File: src/design/dct_pkg.sv
/*
 * dct_pkg: shared constants and types of the dual counter/timer block.
 * Assumes an 8-bit register port and one 250 MHz system clock.
 */
package dct_pkg;
   // register indices on the plain register port
   localparam logic [3:0] ADDR_RUN_FLAG = 4'h0;
   localparam logic [3:0] ADDR_MODE = 4'h1;
   localparam logic [3:0] ADDR_U0_LOW = 4'h2;
   localparam logic [3:0] ADDR_U0_HIGH = 4'h3;
   localparam logic [3:0] ADDR_U1_LOW = 4'h4;
   localparam logic [3:0] ADDR_U1_HIGH = 4'h5;
   localparam logic [3:0] ADDR_CLK_CFG = 4'h6;
   localparam logic [3:0] ADDR_IRQ_EN = 4'h7;
   localparam logic [3:0] ADDR_EXT_CFG = 4'h8;
   // run_and_flag_register fields
   localparam int BIT_TF1 = 7;
   localparam int BIT_TR1 = 6;
   localparam int BIT_TF0 = 5;
   localparam int BIT_TR0 = 4;
   // mode_select_register fields
   localparam int BIT_UNIT1_GATE_ENABLE = 7;
   localparam int BIT_CT1 = 6;
   localparam int POS_MODE1 = 4;
   localparam int BIT_UNIT0_GATE_ENABLE = 3;
   localparam int BIT_CT0 = 2;
   localparam int POS_MODE0 = 0;
   // timer_clock_config fields
   localparam int BIT_T1M = 3;
   localparam int BIT_T0M = 2;
   localparam int POS_SCA = 0;
   // interrupt_enable_register fields
   localparam int BIT_ET1 = 3;
   localparam int BIT_ET0 = 1;
   // ext_input_config fields
   localparam int BIT_POL_B = 7;
   localparam int BIT_POL_A = 3;
   // reset values
   localparam logic [7:0] RESET_BYTE = 8'h00;
   // operating modes
   localparam logic [1:0] MODE_13BIT = 2'h0;
   localparam logic [1:0] MODE_16BIT = 2'h1;
   localparam logic [1:0] MODE_RELOAD = 2'h2;
   localparam logic [1:0] MODE_SPLIT = 2'h3;
   // prescaler divisions
   localparam logic [3:0] DIV_12 = 4'hC;
   localparam logic [3:0] DIV_4 = 4'h4;
   localparam logic [2:0] EXT_DIV_LAST = 3'h7;
   localparam logic [1:0] SCA_EXT = 2'h3;
   localparam logic [1:0] SCA_DIV12 = 2'h0;

   // one register port access
   typedef struct packed {
      logic [3:0] addr;
      logic [7:0] wdata;
      logic wr;
      logic rd;
   } dct_bus_req_t;

   // result of one count step of a unit
   typedef struct packed {
      logic ovf;
      logic [7:0] low;
      logic [7:0] high;
   } dct_step_t;
endpackage

File: src/design/dct_timer.sv
/*
 * dct_timer: two counter/timers with four modes, prescaler, pin sync,
 * register port.
 * Assumes pins are sampled on ref_clk; reads answer one cycle later.
 */
// The placing of the registers and the plain strobed port were left to the implementer.
// Summary of operation
// RULE1 - each unit holds 16-bit count as two bytes
// RULE2 - two mode bits per unit, independent
// RULE3 - mode 0 counts 13 bits, high plus low[4:0]
// RULE4 - mode 0 wrap sets overflow flag
// RULE5 - counter select counts falling pin edges
// RULE6 - else sysclk or prescaler tick by select
// RULE7 - count when run and gate condition holds
// RULE8 - run bit never clears or reloads count
// RULE9 - unit 1 gate b, unit 0 gate a
// RULE10 - mode 1 same but full 16 bits
// RULE11 - mode 2 low counts, reloads from high
// RULE12 - mode 3 low byte uses unit 0 controls
// RULE13 - mode 3 high byte: unit1 run, flag
// RULE14 - split mode: unit 1 no pins, no flag
// RULE15 - split mode: unit 1 runs unless mode 3
// RULE16 - interrupt only when enable bit set
// RULE17 - prescale: /12, /4, /4, external /8
// RULE18 - external levels held two clocks minimum
// RULE19 - inputs synchronised, edges found after sync
// RULE20 - software byte write beats count update
`timescale 1ns/10ps
module dct_timer
(
   input wire logic ref_clk,
   input wire logic srst,
   input wire dct_pkg::dct_bus_req_t bus_req,
   output logic [7:0] rdata,
   input wire logic count_pin_a,
   input wire logic count_pin_b,
   input wire logic ext_gate_input_a,
   input wire logic ext_gate_input_b,
   input wire logic ext_clk,
   output logic unit0_irq,
   output logic unit1_irq,
   output logic unit0_overflow_pulse,
   output logic unit1_overflow_pulse
);

   // one count step of a unit in a given mode
   function automatic dct_pkg::dct_step_t count_step(input logic [1:0] mode,
      input logic [7:0] low, input logic [7:0] high);
      dct_pkg::dct_step_t r;
      logic [12:0] c13;
      logic [15:0] c16;
      r = {1'b0, low, high};
      c13 = {high, low[4:0]};
      c16 = {high, low};
      case (mode)
         dct_pkg::MODE_13BIT:
         begin
            c13 = c13 + 13'h0001; // RULE3
            r.ovf = (c13 == 13'h0000); // RULE4
            r.high = c13[12:5];
            r.low = {low[7:5], c13[4:0]};
         end
         dct_pkg::MODE_16BIT:
         begin
            c16 = c16 + 16'h0001; // RULE10
            r.ovf = (c16 == 16'h0000);
            r.high = c16[15:8];
            r.low = c16[7:0];
         end
         dct_pkg::MODE_RELOAD:
         begin
            r.ovf = (low == 8'hFF);
            r.low = r.ovf ? high : low + 8'h01; // RULE11
         end
         default:
         begin
            r.ovf = (low == 8'hFF);
            r.low = low + 8'h01; // RULE12
         end
      endcase
      return r;
   endfunction
   // gate open when gate disabled or input at chosen level
   function automatic logic gate_open(input logic gate_en, input logic level,
      input logic pol);
      return !gate_en || (level == pol);
   endfunction

   logic [7:0] run_flag;
   logic [7:0] mode_reg;
   logic [7:0] u0_low;
   logic [7:0] u0_high;
   logic [7:0] u1_low;
   logic [7:0] u1_high;
   logic [7:0] clk_cfg;
   logic [7:0] irq_en;
   logic [7:0] ext_cfg;
   logic [4:0] sync1;
   logic [4:0] sync2;
   logic [4:0] sync3;
   logic [3:0] pre_cnt;
   logic [2:0] ext_cnt;
   logic pre_tick;
   logic [1:0] mode0;
   logic [1:0] mode1;
   logic split;
   logic fall_a;
   logic fall_b;
   logic rise_ext;
   logic gate_a;
   logic gate_b;
   logic src0;
   logic src1;
   logic timer_src0;
   logic timer_src1;
   logic inc0;
   logic inc0_high;
   logic inc1;
   dct_pkg::dct_step_t step0;
   dct_pkg::dct_step_t step1;
   logic ovf0_high;
   logic set_tf0;
   logic set_tf1;
   logic wr_hit;

   // decoded fields
   assign mode0 = mode_reg[dct_pkg::POS_MODE0 +: 2]; // RULE2
   assign mode1 = mode_reg[dct_pkg::POS_MODE1 +: 2]; // RULE2
   assign split = (mode0 == dct_pkg::MODE_SPLIT);

   // two-stage synchronisers; stage one only feeds stage two
   always_ff @(posedge ref_clk)
   begin
      if (srst)
      begin
         sync1 <= 5'h1F;
         sync2 <= 5'h1F;
         sync3 <= 5'h1F;
      end
      else
      begin
         sync1 <= {ext_clk, ext_gate_input_b, ext_gate_input_a, count_pin_b,
            count_pin_a}; // RULE19
         sync2 <= sync1;
         sync3 <= sync2;
      end
   end

   // edges taken on synchronised copies only
   assign fall_a = sync3[0] && !sync2[0]; // RULE19
   assign fall_b = sync3[1] && !sync2[1]; // RULE19
   assign gate_a = sync2[2];
   assign gate_b = sync2[3];
   assign rise_ext = !sync3[4] && sync2[4]; // RULE17

   // shared prescaler; tick is one ref_clk cycle wide
   always_ff @(posedge ref_clk)
   begin
      if (srst)
      begin
         pre_cnt <= 4'h0;
         ext_cnt <= 3'h0;
         pre_tick <= 1'b0;
      end
      else if (clk_cfg[dct_pkg::POS_SCA +: 2] == dct_pkg::SCA_EXT)
      begin
         pre_cnt <= 4'h0;
         if (rise_ext)
         begin
            ext_cnt <= ext_cnt + 3'h1;
         end
         pre_tick <= rise_ext && (ext_cnt == dct_pkg::EXT_DIV_LAST); // RULE17
      end
      else
      begin
         ext_cnt <= 3'h0;
         if (pre_cnt >= ((clk_cfg[dct_pkg::POS_SCA +: 2] == dct_pkg::SCA_DIV12) ?
            dct_pkg::DIV_12 - 4'h1 : dct_pkg::DIV_4 - 4'h1)) // RULE17
         begin
            pre_cnt <= 4'h0;
            pre_tick <= 1'b1;
         end
         else
         begin
            pre_cnt <= pre_cnt + 4'h1;
            pre_tick <= 1'b0;
         end
      end
   end

   // count sources per unit
   assign timer_src0 = clk_cfg[dct_pkg::BIT_T0M] ? 1'b1 : pre_tick; // RULE6
   assign timer_src1 = clk_cfg[dct_pkg::BIT_T1M] ? 1'b1 : pre_tick; // RULE6
   assign src0 = mode_reg[dct_pkg::BIT_CT0] ? fall_a : timer_src0; // RULE5
   // split mode takes the pin away from unit 1
   assign src1 = (mode_reg[dct_pkg::BIT_CT1] && !split) ? fall_b : timer_src1; // RULE14

   // enables; gate a serves unit 0, gate b unit 1
   assign inc0 = run_flag[dct_pkg::BIT_TR0] && src0 &&
      gate_open(mode_reg[dct_pkg::BIT_UNIT0_GATE_ENABLE], gate_a, ext_cfg[dct_pkg::BIT_POL_A]); // RULE7
   assign inc0_high = split && run_flag[dct_pkg::BIT_TR1] && timer_src0; // RULE13
   assign inc1 = split ? (mode1 != dct_pkg::MODE_SPLIT) && src1 // RULE15
      : run_flag[dct_pkg::BIT_TR1] && src1 && (mode1 != dct_pkg::MODE_SPLIT) &&
      gate_open(mode_reg[dct_pkg::BIT_UNIT1_GATE_ENABLE], gate_b, ext_cfg[dct_pkg::BIT_POL_B]); // RULE9

   assign step0 = count_step(mode0, u0_low, u0_high);
   assign step1 = count_step(mode1, u1_low, u1_high);
   assign ovf0_high = inc0_high && (u0_high == 8'hFF);
   assign set_tf0 = inc0 && step0.ovf;
   // in split mode only the borrowed high byte may raise flag 1
   assign set_tf1 = split ? ovf0_high : (inc1 && step1.ovf); // RULE14
   assign wr_hit = bus_req.wr;

   // unit 0 count bytes; software write wins over counting
   always_ff @(posedge ref_clk)
   begin
      if (srst)
      begin
         u0_low <= dct_pkg::RESET_BYTE;
         u0_high <= dct_pkg::RESET_BYTE;
      end
      else
      begin
         if (wr_hit && bus_req.addr == dct_pkg::ADDR_U0_LOW)
         begin
            u0_low <= bus_req.wdata; // RULE20
         end
         else if (inc0)
         begin
            u0_low <= step0.low; // RULE1
         end
         if (wr_hit && bus_req.addr == dct_pkg::ADDR_U0_HIGH)
         begin
            u0_high <= bus_req.wdata; // RULE20
         end
         else if (inc0_high)
         begin
            u0_high <= u0_high + 8'h01; // RULE13
         end
         else if (inc0 && !split)
         begin
            u0_high <= step0.high; // RULE11
         end
      end
   end

   // unit 1 count bytes; counts even with flag blocked
   always_ff @(posedge ref_clk)
   begin
      if (srst)
      begin
         u1_low <= dct_pkg::RESET_BYTE;
         u1_high <= dct_pkg::RESET_BYTE;
      end
      else
      begin
         if (wr_hit && bus_req.addr == dct_pkg::ADDR_U1_LOW)
         begin
            u1_low <= bus_req.wdata; // RULE20
         end
         else if (inc1)
         begin
            u1_low <= step1.low; // RULE1
         end
         if (wr_hit && bus_req.addr == dct_pkg::ADDR_U1_HIGH)
         begin
            u1_high <= bus_req.wdata; // RULE20
         end
         else if (inc1)
         begin
            u1_high <= step1.high; // RULE10
         end
      end
   end

   // run and flag bits; hardware set beats software clear
   always_ff @(posedge ref_clk)
   begin
      if (srst)
      begin
         run_flag <= dct_pkg::RESET_BYTE;
      end
      else
      begin
         if (wr_hit && bus_req.addr == dct_pkg::ADDR_RUN_FLAG)
         begin
            run_flag <= {bus_req.wdata[7:4], 4'h0}; // RULE8
         end
         if (set_tf0)
         begin
            run_flag[dct_pkg::BIT_TF0] <= 1'b1; // RULE4
         end
         if (set_tf1)
         begin
            run_flag[dct_pkg::BIT_TF1] <= 1'b1; // RULE13
         end
      end
   end

   // configuration registers
   always_ff @(posedge ref_clk)
   begin
      if (srst)
      begin
         mode_reg <= dct_pkg::RESET_BYTE;
         clk_cfg <= dct_pkg::RESET_BYTE;
         irq_en <= dct_pkg::RESET_BYTE;
         ext_cfg <= dct_pkg::RESET_BYTE;
      end
      else if (wr_hit)
      begin
         case (bus_req.addr)
            dct_pkg::ADDR_MODE: mode_reg <= bus_req.wdata;
            dct_pkg::ADDR_CLK_CFG: clk_cfg <= {4'h0, bus_req.wdata[3:0]};
            dct_pkg::ADDR_IRQ_EN: irq_en <= bus_req.wdata;
            dct_pkg::ADDR_EXT_CFG: ext_cfg <= bus_req.wdata;
            default: mode_reg <= mode_reg;
         endcase
      end
   end

   // read data valid only in the cycle after the strobe
   always_ff @(posedge ref_clk)
   begin
      if (srst)
      begin
         rdata <= 8'h00;
      end
      else if (bus_req.rd)
      begin
         case (bus_req.addr)
            dct_pkg::ADDR_RUN_FLAG: rdata <= run_flag;
            dct_pkg::ADDR_MODE: rdata <= mode_reg;
            dct_pkg::ADDR_U0_LOW: rdata <= u0_low; // RULE3
            dct_pkg::ADDR_U0_HIGH: rdata <= u0_high;
            dct_pkg::ADDR_U1_LOW: rdata <= u1_low;
            dct_pkg::ADDR_U1_HIGH: rdata <= u1_high;
            dct_pkg::ADDR_CLK_CFG: rdata <= clk_cfg;
            dct_pkg::ADDR_IRQ_EN: rdata <= irq_en;
            dct_pkg::ADDR_EXT_CFG: rdata <= ext_cfg;
            default: rdata <= 8'h00; // unmapped reads as zero
         endcase
      end
      else
      begin
         rdata <= 8'h00;
      end
   end

   // interrupt levels and overflow pulses, registered
   always_ff @(posedge ref_clk)
   begin
      if (srst)
      begin
         unit0_irq <= 1'b0;
         unit1_irq <= 1'b0;
         unit0_overflow_pulse <= 1'b0;
         unit1_overflow_pulse <= 1'b0;
      end
      else
      begin
         unit0_irq <= run_flag[dct_pkg::BIT_TF0] && irq_en[dct_pkg::BIT_ET0]; // RULE16
         unit1_irq <= run_flag[dct_pkg::BIT_TF1] && irq_en[dct_pkg::BIT_ET1]; // RULE16
         unit0_overflow_pulse <= set_tf0;
         // stays usable by other peripherals in split mode
         unit1_overflow_pulse <= inc1 && step1.ovf; // RULE14
      end
   end
endmodule // dct_timer

File: config.mk
export PLATFORM = sky130hd
export DESIGN_NAME = dct_timer
export DESIGN_NICKNAME = d
export VERILOG_FILES = /design/src/design/dct_pkg.sv /design/src/design/dct_timer.sv
export SDC_FILE = /design/constraint.sdc
export NUM_CORES = 1
export LEC_CHECK = 0
export ABC_AREA = 1
export BUFFER_PORTS_ARGS = -buffer_cell sky130_fd_sc_hd__buf_2
export CAP_MARGIN = 10
export CORE_MARGIN = 2
export CORE_UTILIZATION = 40
export DETAILED_ROUTE_END_ITERATION = 10
export PLACE_DENSITY_LB_ADDON = 0.08
export SYNTH_ARGS = -nofsm -noshare
export SYNTH_HDL_FRONTEND = slang
export SYNTH_SLANG_ARGS = --single-unit
export TNS_END_PERCENT = 1
File: constraint.sdc
create_clock -name ref_clk -period 5.4 [get_ports ref_clk]
set_clock_uncertainty 0.05 [all_clocks]
set_input_delay 1.08 -clock ref_clk [delete_from_list [all_inputs] [get_ports ref_clk]]
set_output_delay 1.08 -clock ref_clk [all_outputs]
set_load 0.05 [all_outputs]
==> out/qor.txt, run 1 <==
IO Count = 33
Crit path max-delay cell type = nor2_1
Number of global-route vias before repair = 5840
Pwr Density = 240 nW/um2
Synth async-reset ratio = 0%
Synth cell types = 49
Die footprint = 15700 um2
Top post-synthesis cells by count = nand2_1 (215), dfxtp_1 (97), nor2_1 (93)
CP Capture Type = flop
Die width = 125 um
R2r worst-path depth = 12
Cell count after synthesis = 881
Clk slew on worst S/H paths = 0.07 ns
Initial antenna violation count = 0
Count leader, synth = nand2_1
Worst skew pair latency = 0.36 ns
Synthesized flop and latch total = 97
Worst EP required = 5.58 ns
DR vias/cell = 5.71
# diodes = 0
Hold-critical path depth = 1
Pre-antenna DRT Iters = 6
Setup TNS = 0 ns
Via count = 6220
Die Ht = 125 um
Final wirelength = 20600 um
DRC Markers = 0
Global route overflow = 0
Area fraction of the dominant cell type after synthesis = 33.0%
Primary FF master, synth = dfxtp_1
Clk buf depth = 2
ANT nets after route = 0
CTS Hold Bufs = 0
Crit path time final = 2.80 ns
Post_cts resized = 0
DRT iter0 DRCs = 665
Status = finished, final reports clean
Final number of setup-violating endpoints = 0
Maximum vdd ir drop = 0.000134 V
Hold Vio Cnt, Final = 0
Final GP Congestion = 0.932
Static Leak = 0.00254 uW
Syn_nets = 911
Synthesis-to-finish area growth = 10.2%
PortBufs = 32
Global-route wire length before repair = 32500 um
Critical Path AT = 2.98 ns
CTS tree = done
Layout cells sized above 1 = 10.6%
Pin count of the biggest net entering global routing = 49
CP cell instances = buf_2 > inv_2 > nor2_4 > nand2_1 > nor2_1 > inv_1 > o211ai_1 > a21oi_1 > nor2_1 > nor2_1
Post-synthesis sequential area ratio = 33.0%
Wire per inst = 18.9 um
Final Net Count = 930
RSZ-0062 raised after global routing = false
Max_slew headroom = 42.2%
Total Power = 1550 uW
Startpoint types = input pin
WS Path Type = in2reg
Mapped Area = 5880 um2
HPWL Detailed = 15600 um
Largest area contributor in the netlist = dfxtp_1
Peak Freq = 357 MHz
Critical Path Max Stage Delay = 0.62 ns
Area contributors post-synth = dfxtp_1 (33%), nand2_1 (14%), nor2_1 (5.9%)
Fin. max-slew vios = 0
Most frequent CP cell = nor2_1
Core Box Area = 14400 um2
Hold WC Path Type = reg2reg
Syn_area_per_cell = 6.67 um2
CP Max Fanout = 11
Post-CTS setup buffer count = 0
Post-synth EDFFs = 0
Ys Warns = 0
Period utilisation layout = 51.9%
Worst slew pin tran = 0.864 ns
Clk root buf = clkbuf_16
Rows = 44
Maximum capacitance violations = 0
Starting Density = 40.7%
TritonCTS Buffers = 9
GR Util All Layers = 26.2%
Clk sinks = 97
H-tree depth = 3
[final timing paths]
check / startpoint / endpoint / slack, ns
setup / recovery: bus_req[12] / u1_high[6] / 2.60
setup reg to reg: mode_reg[0] / run_flag[5] / 2.96
hold reg to reg: sync1[2] / sync2[2] / 0.36
hold / removal: sync1[2] / sync2[2] / 0.36
[layer usage]
| layer | wire length [um] | GRT usage [%] | vias to the layer above |
|---|---|---|---|
| met3 | 1280 | 3.94 | 54 |
| li1 | - | - | 3005 |
| met2 | 9570 | 43.4 | 259 |
| met5 | 0 | 0 | - |
| met4 | 781 | 10.0 | 0 |
| met1 | 8990 | 34.5 | 2902 |
[power breakdown]
group | internal, uW | switching, uW
clock | 380 | 309
combinational | 33.8 | 84.3
sequential | 730 | 16.1
[layout by cell type (no fill, tap or decap), types with 4 or more instances in the layout]
cell         n
nand2_1    215
dfxtp_1     97
nor2_1      93
inv_1       88
a21oi_1     62
o21ai_0     61
nand3_1     54
buf_2       32
a31oi_1     23
xor2_1      21
o22ai_1     16
nand4_1     12
or2_2       11
o211ai_1    10
nor3_1       9
ha_1         9
clkbuf_16    9
o2111ai_1    8
nor2_4       7
o221ai_1     6
inv_2        5
nor2_2       4
a221oi_1     4
[cell families (layout without fill, tap and decap cells)]
| logic type | after synthesis | count (layout) | synth area share [%] |
|---|---|---|---|
| flops | 97 | 97 | 33.0 |
| compound gates | 208 | 208 | 21.0 |
| simple gates | 423 | 423 | 32.6 |
| buf+inv | 122 | 146 | 8.13 |
| xor+xnor | 22 | 22 | 3.28 |
| fa+ha+maj | 9 | 9 | 1.92 |
[final cells by class]
class / instances / area, um2
clock inverter: 6 / 72.6
inverter: 96 / 362
timing repair buffer: 34 / 175
multi-input combinational: 662 / 3460
tap: 184 / 230
sequential: 97 / 1940
fill: 1516 / 7950
clock buffer: 10 / 239
[through the flow]
step           util [%]  hold slack, ns  setup slack, ns  instances  cell area [um2]
2_1_floorplan         -           0.339             3.16        881             5880
3_3_place_gp       42.7           0.343             2.34       1073             6170
3_5_place_dp       42.7           0.346             2.24       1073             6170
4_1_cts            44.9           0.364             2.62       1089             6480
5_1_grt            44.9           0.382             2.30       1089             6480
6_report           44.9           0.362             2.60       1089             6480
[worst max-delay path: cells and delay by family]
kind            cells  cell delay [ns]
simple gates        5             1.13
buf+inv             3             0.51
compound gates      2             0.27
No activity file was read; power rests on OpenSTA's default activity.
==> run 2: changes to the inputs <==
- ABC_AREA: 1 -> 0
- clock period: 5.4 -> 2.5 ns (I/O delays scaled with it)
==> run 2 against run 1 <==
Die area down 0.72%; via count fell by 10%; highest routed layer unchanged; hold slack got worse by 0.091 ns; critical path depth fell by 3; flip-flop and latch count did not move; cell count is 11% lower; global-route usage down 1.8 points.
==> out/qor.txt, run 2 <==
PortBufs = 32 (unchanged)
Syn_nets = 761 (was 911)
Ys Warns = 0 (unchanged)
Flop pwr share = 48.6% (was 48.0%)
Synthesized flop and latch total = 97 (unchanged)
Area fraction of the dominant cell type after synthesis = 33.3% (was 33.0%)
Area contributors post-synth = dfxtp_1 (33%), mux2i_1 (6.7%), nor2_1 (6.3%) (was dfxtp_1 (33%), nand2_1 (14%), nor2_1 (5.9%))
GR Util All Layers = 24.4% (was 26.2%)
Worst slew pin tran = 0.926 ns (was 0.864 ns)
Post-synthesis sequential area ratio = 33.3% (was 33.0%)
Final Net Count = 810 (was 930)
Pin count of the biggest net entering global routing = 89 (was 49)
Hold Worst Slack = 0.271 ns (was 0.362 ns)
Clk pwr share = 43.0% (was 44.3%)
Setup TNS = 0 ns (unchanged)
Comb power frac = 8.4% (was 7.6%)
Mux contribution to synthesized area = 9.40% (was 0%)
Period utilisation layout = 94.2%
Synth cell types = 68 (was 49)
CP Capture Type = flop (unchanged)
Initial antenna violation count = 0 (unchanged)
Maximum vdd ir drop = 0.000314 V (was 0.000134 V)
Post-Synth Simple-Gate Area = 26.0% (was 32.6%)
WS Path Type = reg2reg (was in2reg)
Layout cells sized above 1 = 21.5% (was 10.6%)
Max_slew headroom = 38.3% (was 42.2%)
Clk root buf = clkbuf_16 (unchanged)
Die Ht = 125 um (about the same)
Top post-synthesis cells by count = nor2_1 (98), dfxtp_1 (97), nand2_1 (60) (was nand2_1 (215), dfxtp_1 (97), nor2_1 (93))
Post-synthesis xor/xnor area fraction = 5.86% (was 3.28%)
Die footprint = 15600 um2 (was 15700 um2)
Rows = 44 (unchanged)
Status = finished, final reports clean (unchanged)
CTS tree = done (unchanged)
DRT iter0 DRCs = 304 (was 665)
Crit path time final = 2.35 ns
Synth async-reset ratio = 0% (unchanged)
Hold Vio Cnt, Final = 0 (unchanged)
Hold WC Path Type = in2reg (was reg2reg)
Post-CTS setup buffer count = 0 (unchanged)
ANT nets after route = 0 (unchanged)
Compound-gate portion of the synthesized area = 18.3% (was 21.0%)
Final number of setup-violating endpoints = 0 (unchanged)
Synthesis-to-finish area growth = 17.3% (was 10.2%)
Clk slew on worst S/H paths = 0.07 ns (about the same)
Static Leak = 0.00256 uW (was 0.00254 uW)
H-tree depth = 3 (unchanged)
Global route overflow = 0 (unchanged)
Syn_area_per_cell = 7.98 um2 (was 6.67 um2)
Final wirelength = 18900 um (was 20600 um)
Via count = 5569 (was 6220)
Peak Freq = 425 MHz
Number of global-route vias before repair = 5352 (was 5840)
HPWL Detailed = 13900 um (was 15600 um)
Clk buf depth = 2 (unchanged)
DRC Markers = 0 (unchanged)
Filler cell count = 1441 (was 1516)
Fin. max-slew vios = 0 (unchanged)
Critical Path AT = 2.59 ns (was 2.98 ns)
Core Box Area = 14400 um2 (about the same)
Pre-antenna DRT Iters = 5 (was 6)
Worst EP required = 2.73 ns (was 5.58 ns)
# diodes = 0 (unchanged)
Final GP Congestion = 0.913 (was 0.932)
Primary FF master, synth = dfxtp_1 (unchanged)
Startpoint types = flop (was input pin)
Int Power = 2400 uW (was 1140 uW)
Switch share = 26.8% (was 26.4%)
Global-route wire length before repair = 30000 um (was 32500 um)
Worst skew pair latency = 0.36 ns (about the same)
Largest area contributor in the netlist = dfxtp_1 (unchanged)
Starting Density = 40.6% (was 40.7%)
Wire per inst = 19.5 um (was 18.9 um)
Clk sinks = 97 (unchanged)
Cell count after synthesis = 731 (was 881)
CP Max Fanout = 5 (was 11)
Count leader, synth = nor2_1 (was nand2_1)
Maximum capacitance violations = 0 (unchanged)
Adder-Cell Fraction of Synth Area = 1.93% (was 1.92%)
RSZ-0062 raised after global routing = true (was false)
TritonCTS Buffers = 9 (unchanged)
IO Count = 33 (unchanged)
Net Sw Power = 879 uW (was 409 uW)
Largest family of logic cells by synthesized area = simple AND/OR/NAND/NOR gates (unchanged)
Most frequent cells in the layout = nor2_1 (96), dfxtp_1 (96), buf_4 (71), nand2_1 (60), a21oi_1 (47) (was nand2_1 (215), dfxtp_1 (97), nor2_1 (93), inv_1 (88), a21oi_1 (62))
Mapped Area = 5830 um2 (was 5880 um2)
Pwr Density = 480 nW/um2 (was 240 nW/um2)
Post-synth EDFFs = 0 (unchanged)
Total Power = 3280 uW (was 1550 uW)
DR vias/cell = 5.75 (was 5.71)
Die width = 125 um (about the same)
Post-layout util = 47.6% (was 44.9%)
==> run 2: cell count changes after synthesis, sizes merged, moves of 14 or more <==
cell | previous run | this run
nand3 | 55 | 33
o22ai | 16 | 1
a31oi | 23 | 9
a211oi | 3 | 20
o21ai | 66 | 20
xnor2 | 1 | 23
mux2i | 0 | 39
inv | 93 | 10
clkbuf | 15 | 43
a21oi | 63 | 48
nand2 | 221 | 60
==> run 2: kinds of logic (layout without fill, tap and decap cells) <==
family | Yosys count | in the layout
buffers and inverters | 75 | 129
xor gates and xnor gates | 39 | 39
muxes | 49 | 49
adders and majority gates | 9 | 9
DFF | 97 | 97
AOI/OAI and AO/OA | 155 | 155
and+or+nand+nor | 307 | 307
==> run 2: worst max-delay path, cell delays in order, from the launching register on <==
cell and delay (ns):
dfxtp_1 0.34, xor2_1 0.19, a221oi_4 0.41, nand3_1 0.16
or3_1 0.33, or4_1 0.50, o2bb2ai_1 0.17, o21bai_1 0.13
==> run 2: area by class of cell <==
type	count	area, um2	area share, %
clock inverter	6	60.1	0.878
clock buffer	10	239	3.49
sequential	97	1940	28.4
timing repair buffer	103	693	10.1
multi-input combinational	559	3640	53.2
inverter	10	37.5	0.549
tap	184	230	3.37
==> run 2: final timing paths <==
kind	start	end	slack (ns)	cells after the start
max	ext_cfg[3]	unit0_overflow_pulse	0.15	7
min	ext_gate_input_a	sync1[2]	0.27	2
max reg2reg	ext_cfg[3]	unit0_overflow_pulse	0.15	7
min reg2reg	sync1[3]	sync2[3]	0.36	1
==> run 2: what timing repair did <==
item / CTS / global route
hold buffers: 0 / 0
endpoints found under the setup margin: 0 / 5
resized for setup: 0 / 11
==> run 2: power by group through the flow <==
stage / clock (uW) / combinational (uW) / sequential, uW
2_1_floorplan: 0 / 179 / 1620
3_3_place_gp: 0 / 268 / 1630
3_5_place_dp: 0 / 270 / 1630
4_1_cts: 1450 / 271 / 1590
5_1_grt: 1500 / 299 / 1600
6_report: 1410 / 275 / 1600
==> run 2: stage by stage <==
| step | cell area, um2 | setup WS, ns | instances |
|---|---|---|---|
| after floorplan | 5830 | 0.150 | 731 |
| after global placement | 6490 | 0.0972 | 953 |
| after detailed placement | 6490 | 0.0788 | 953 |
| after CTS | 6790 | 0.0578 | 969 |
| after global routing | 6840 | -0.0355 | 969 |
| final | 6840 | 0.145 | 969 |
==> run 2: per-layer routing <==
| metal | up-vias | wire, um | track usage (%) |
|---|---|---|---|
| li1 | 2722 | - | - |
| met1 | 2676 | 8590 | 32.5 |
| met2 | 130 | 8910 | 39.6 |
| met3 | 41 | 713 | 3.65 |
| met4 | 0 | 647 | 10.1 |
| met5 | - | 0 | 0 |
==> run 3: changes to the inputs <==
- CORE_UTILIZATION: 40 -> 35
==> run 3 against run 2 <==
Register-to-register slack barely moved; core utilization fell by 5.3 points; die area rose by 14%; count of clock-buffer cells in the layout did not move; sequential power barely moved; largest cell class unchanged; clock power barely moved; hold slack got worse by 0.0014 ns; fmax fell by 0.22%; global-route usage fell by 1.3 points; highest routed layer unchanged.
==> out/qor.txt, run 3 (synthesis gave the netlist of run 2 again) <==
Period utilisation layout = 94.4% (was 94.2%)
Status = finished, final reports clean (unchanged)
Most frequent cells in the layout = nor2_1 (96), dfxtp_1 (96), buf_4 (79), nand2_1 (60), a21oi_1 (47) (was nor2_1 (96), dfxtp_1 (96), buf_4 (71), nand2_1 (60), a21oi_1 (47))
TritonCTS Buffers = 9 (unchanged)
Flop pwr share = 48.1% (was 48.6%)
Layout cells sized above 1 = 22.3% (was 21.5%)
Switch share = 25.8% (was 26.8%)
Pin count of the biggest net entering global routing = 89 (unchanged)
Clk root buf = clkbuf_16 (unchanged)
Worst skew pair latency = 0.36 ns (about the same)
Starting Density = 35.6% (was 40.6%)
Static Leak = 0.00258 uW (was 0.00256 uW)
Hold Worst Slack = 0.270 ns (was 0.271 ns)
Final Net Count = 818 (was 810)
CP cell instances = ha_2 > xnor2_1 > and3_1 > nand3_1 > or3_1 > or4_1 > o2bb2ai_1 > o21bai_1 (was xor2_1 > a221oi_4 > nand3_1 > or3_1 > or4_1 > o2bb2ai_1 > o21bai_1)
ANT nets after route = 0 (unchanged)
Hold Vio Cnt, Final = 0 (unchanged)
Worst r2r src = u0_low[1] (was ext_cfg[3])
Setup ws final = 0.140 ns (was 0.145 ns)
PortBufs = 32 (unchanged)
Peak Freq = 424 MHz (was 425 MHz)
Global-route wire length before repair = 31500 um (was 30000 um)
Crit path time final = 2.36 ns (was 2.35 ns)
Final wirelength = 20100 um (was 18900 um)
Wire per inst = 19.8 um (was 19.5 um)
Maximum capacitance violations = 0 (unchanged)
Net Sw Power = 856 uW (was 879 uW)
# diodes = 0 (unchanged)
Number of global-route vias before repair = 5400 (was 5352)
Global route overflow = 0 (unchanged)
Crit path max-delay cell type = or4_1 (unchanged)
Fin cells = 1013 (was 969)
Worst slew pin tran = 0.911 ns (was 0.926 ns)
Rows = 47 (was 44)
FF-to-FF End = unit0_overflow_pulse (unchanged)
Filler cell count = 1680 (was 1441)
Core Box Area = 16400 um2 (was 14400 um2)
Critical Path Max Stage Delay = 0.51 ns (was 0.50 ns)
Worst Path Buf+Inv = 0 (unchanged)
HP Start = ext_gate_input_a (unchanged)
Total Power = 3320 uW (was 3280 uW)
Fin. max-slew vios = 0 (unchanged)
IO Count = 33 (unchanged)
Critical path's top delay family = simple AND/OR/NAND/NOR gates (unchanged)
Die width = 133 um (was 125 um)
Clk buf depth = 2 (unchanged)
Inst Count DP = 994 (was 953)
Comb power frac = 8.5% (was 8.4%)
Synthesis-to-finish area growth = 19.1% (was 17.3%)
Finished Cell Area = 6950 um2 (was 6840 um2)
Pre-antenna DRT Iters = 5 (unchanged)
Critical Path AT = 2.59 ns (about the same)
Hold path endpoint = sync1[2] (unchanged)
Hold WC Path Type = in2reg (unchanged)
WS Path Type = reg2reg (unchanged)
Worst EP required = 2.73 ns (about the same)
Final number of setup-violating endpoints = 0 (unchanged)
Cell Area, Placed = 6580 um2 (was 6490 um2)
Clk pwr share = 43.4% (was 43.0%)
DR vias/cell = 5.58 (was 5.75)
DRC Markers = 0 (unchanged)
Max_slew headroom = 39.2% (was 38.3%)
H-tree depth = 3 (unchanged)
Clk slew on worst S/H paths = 0.07 ns (about the same)
CP Max Fanout = 6 (was 5)
Final GP Congestion = 0.900 (was 0.913)
Place WS = 0.0899 ns (was 0.0788 ns)
CP Capture Type = flop (unchanged)
HPWL Detailed = 14900 um (was 13900 um)
R2r worst-path depth = 8 (was 7)
CTS Hold Bufs = 0 (unchanged)
Die footprint = 17700 um2 (was 15600 um2)
Flop2flop setup slack = 0.14 ns (was 0.15 ns)
GR Util All Layers = 23.1% (was 24.4%)
RSZ-0062 raised after global routing = true (unchanged)
Clk sinks = 97 (unchanged)
Initial antenna violation count = 0 (unchanged)
Maximum vdd ir drop = 0.000351 V (was 0.000314 V)
DRT iter0 DRCs = 335 (was 304)
Hold-critical path depth = 2 (unchanged)
Die Ht = 133 um (was 125 um)
Via count = 5656 (was 5569)
Startpoint types = flop (unchanged)
CTS tree = done (unchanged)
Pwr Density = 478 nW/um2 (was 480 nW/um2)
Int Power = 2460 uW (was 2400 uW)
run 3: cell types whose count changed in the layout (fill, tap and decap cells not counted), sizes merged:
cell	delta
bufinv	+1
clkinvlp	+2
clkinv	-2
buf	+8
inv	-1
run 3: area by class of cell:
type,instances,area [um2],share of cell area [%]
inverters,10,37.5,0.540
multi-input cells,559,3640,52.3
repair buffers,111,753,10.8
clock inverters,6,73.8,1.06
well taps,220,275,3.96
flip-flops and latches,97,1940,28.0
clock buffers,10,229,3.29
run 3: per-layer routing:
layer | share of wire [%] | track usage (%) | up-vias
met5 | 0 | 0 | -
li1 | - | - | 2744
met2 | 49 | 39.1 | 127
met3 | 3.5 | 2.89 | 25
met1 | 46 | 31.0 | 2760
met4 | 2.1 | 7.21 | 0
run 3: repair_timing:
item                       CTS  global route
setup endpoints to repair    0            11
resized for setup            0            13
buffers inserted             0             3
run 3: power groups by stage:
stage          clock network [uW]  logic, uW  registers, uW
5_1_grt                      1540        307           1600
2_1_floorplan                   0        179           1620
6_report                     1440        283           1600
3_5_place_dp                    0        279           1630
4_1_cts                      1480        281           1600
3_3_place_gp                    0        279           1630
run 3: worst max-delay path by stage:
stage	start	depth (start not counted)	endpoint	slack, ns
floorplan	u1_low[0]	8	u1_high[6]	0.15
global placement	u1_low[0]	8	unit1_overflow_pulse	0.11
detailed placement	u1_low[0]	8	unit1_overflow_pulse	0.09
CTS	u0_low[1]	8	unit0_overflow_pulse	0.07
global route	ext_cfg[3]	8	u0_high[5]	-0.02
finish	u0_low[1]	8	unit0_overflow_pulse	0.14
run 3: per-stage QoR:
step           setup TNS, ns  utilization [%]
2_1_floorplan              0                -
3_3_place_gp               0             40.1
3_5_place_dp               0             40.1
4_1_cts                    0             41.9
5_1_grt              -0.0503             42.4
6_report                   0             42.4
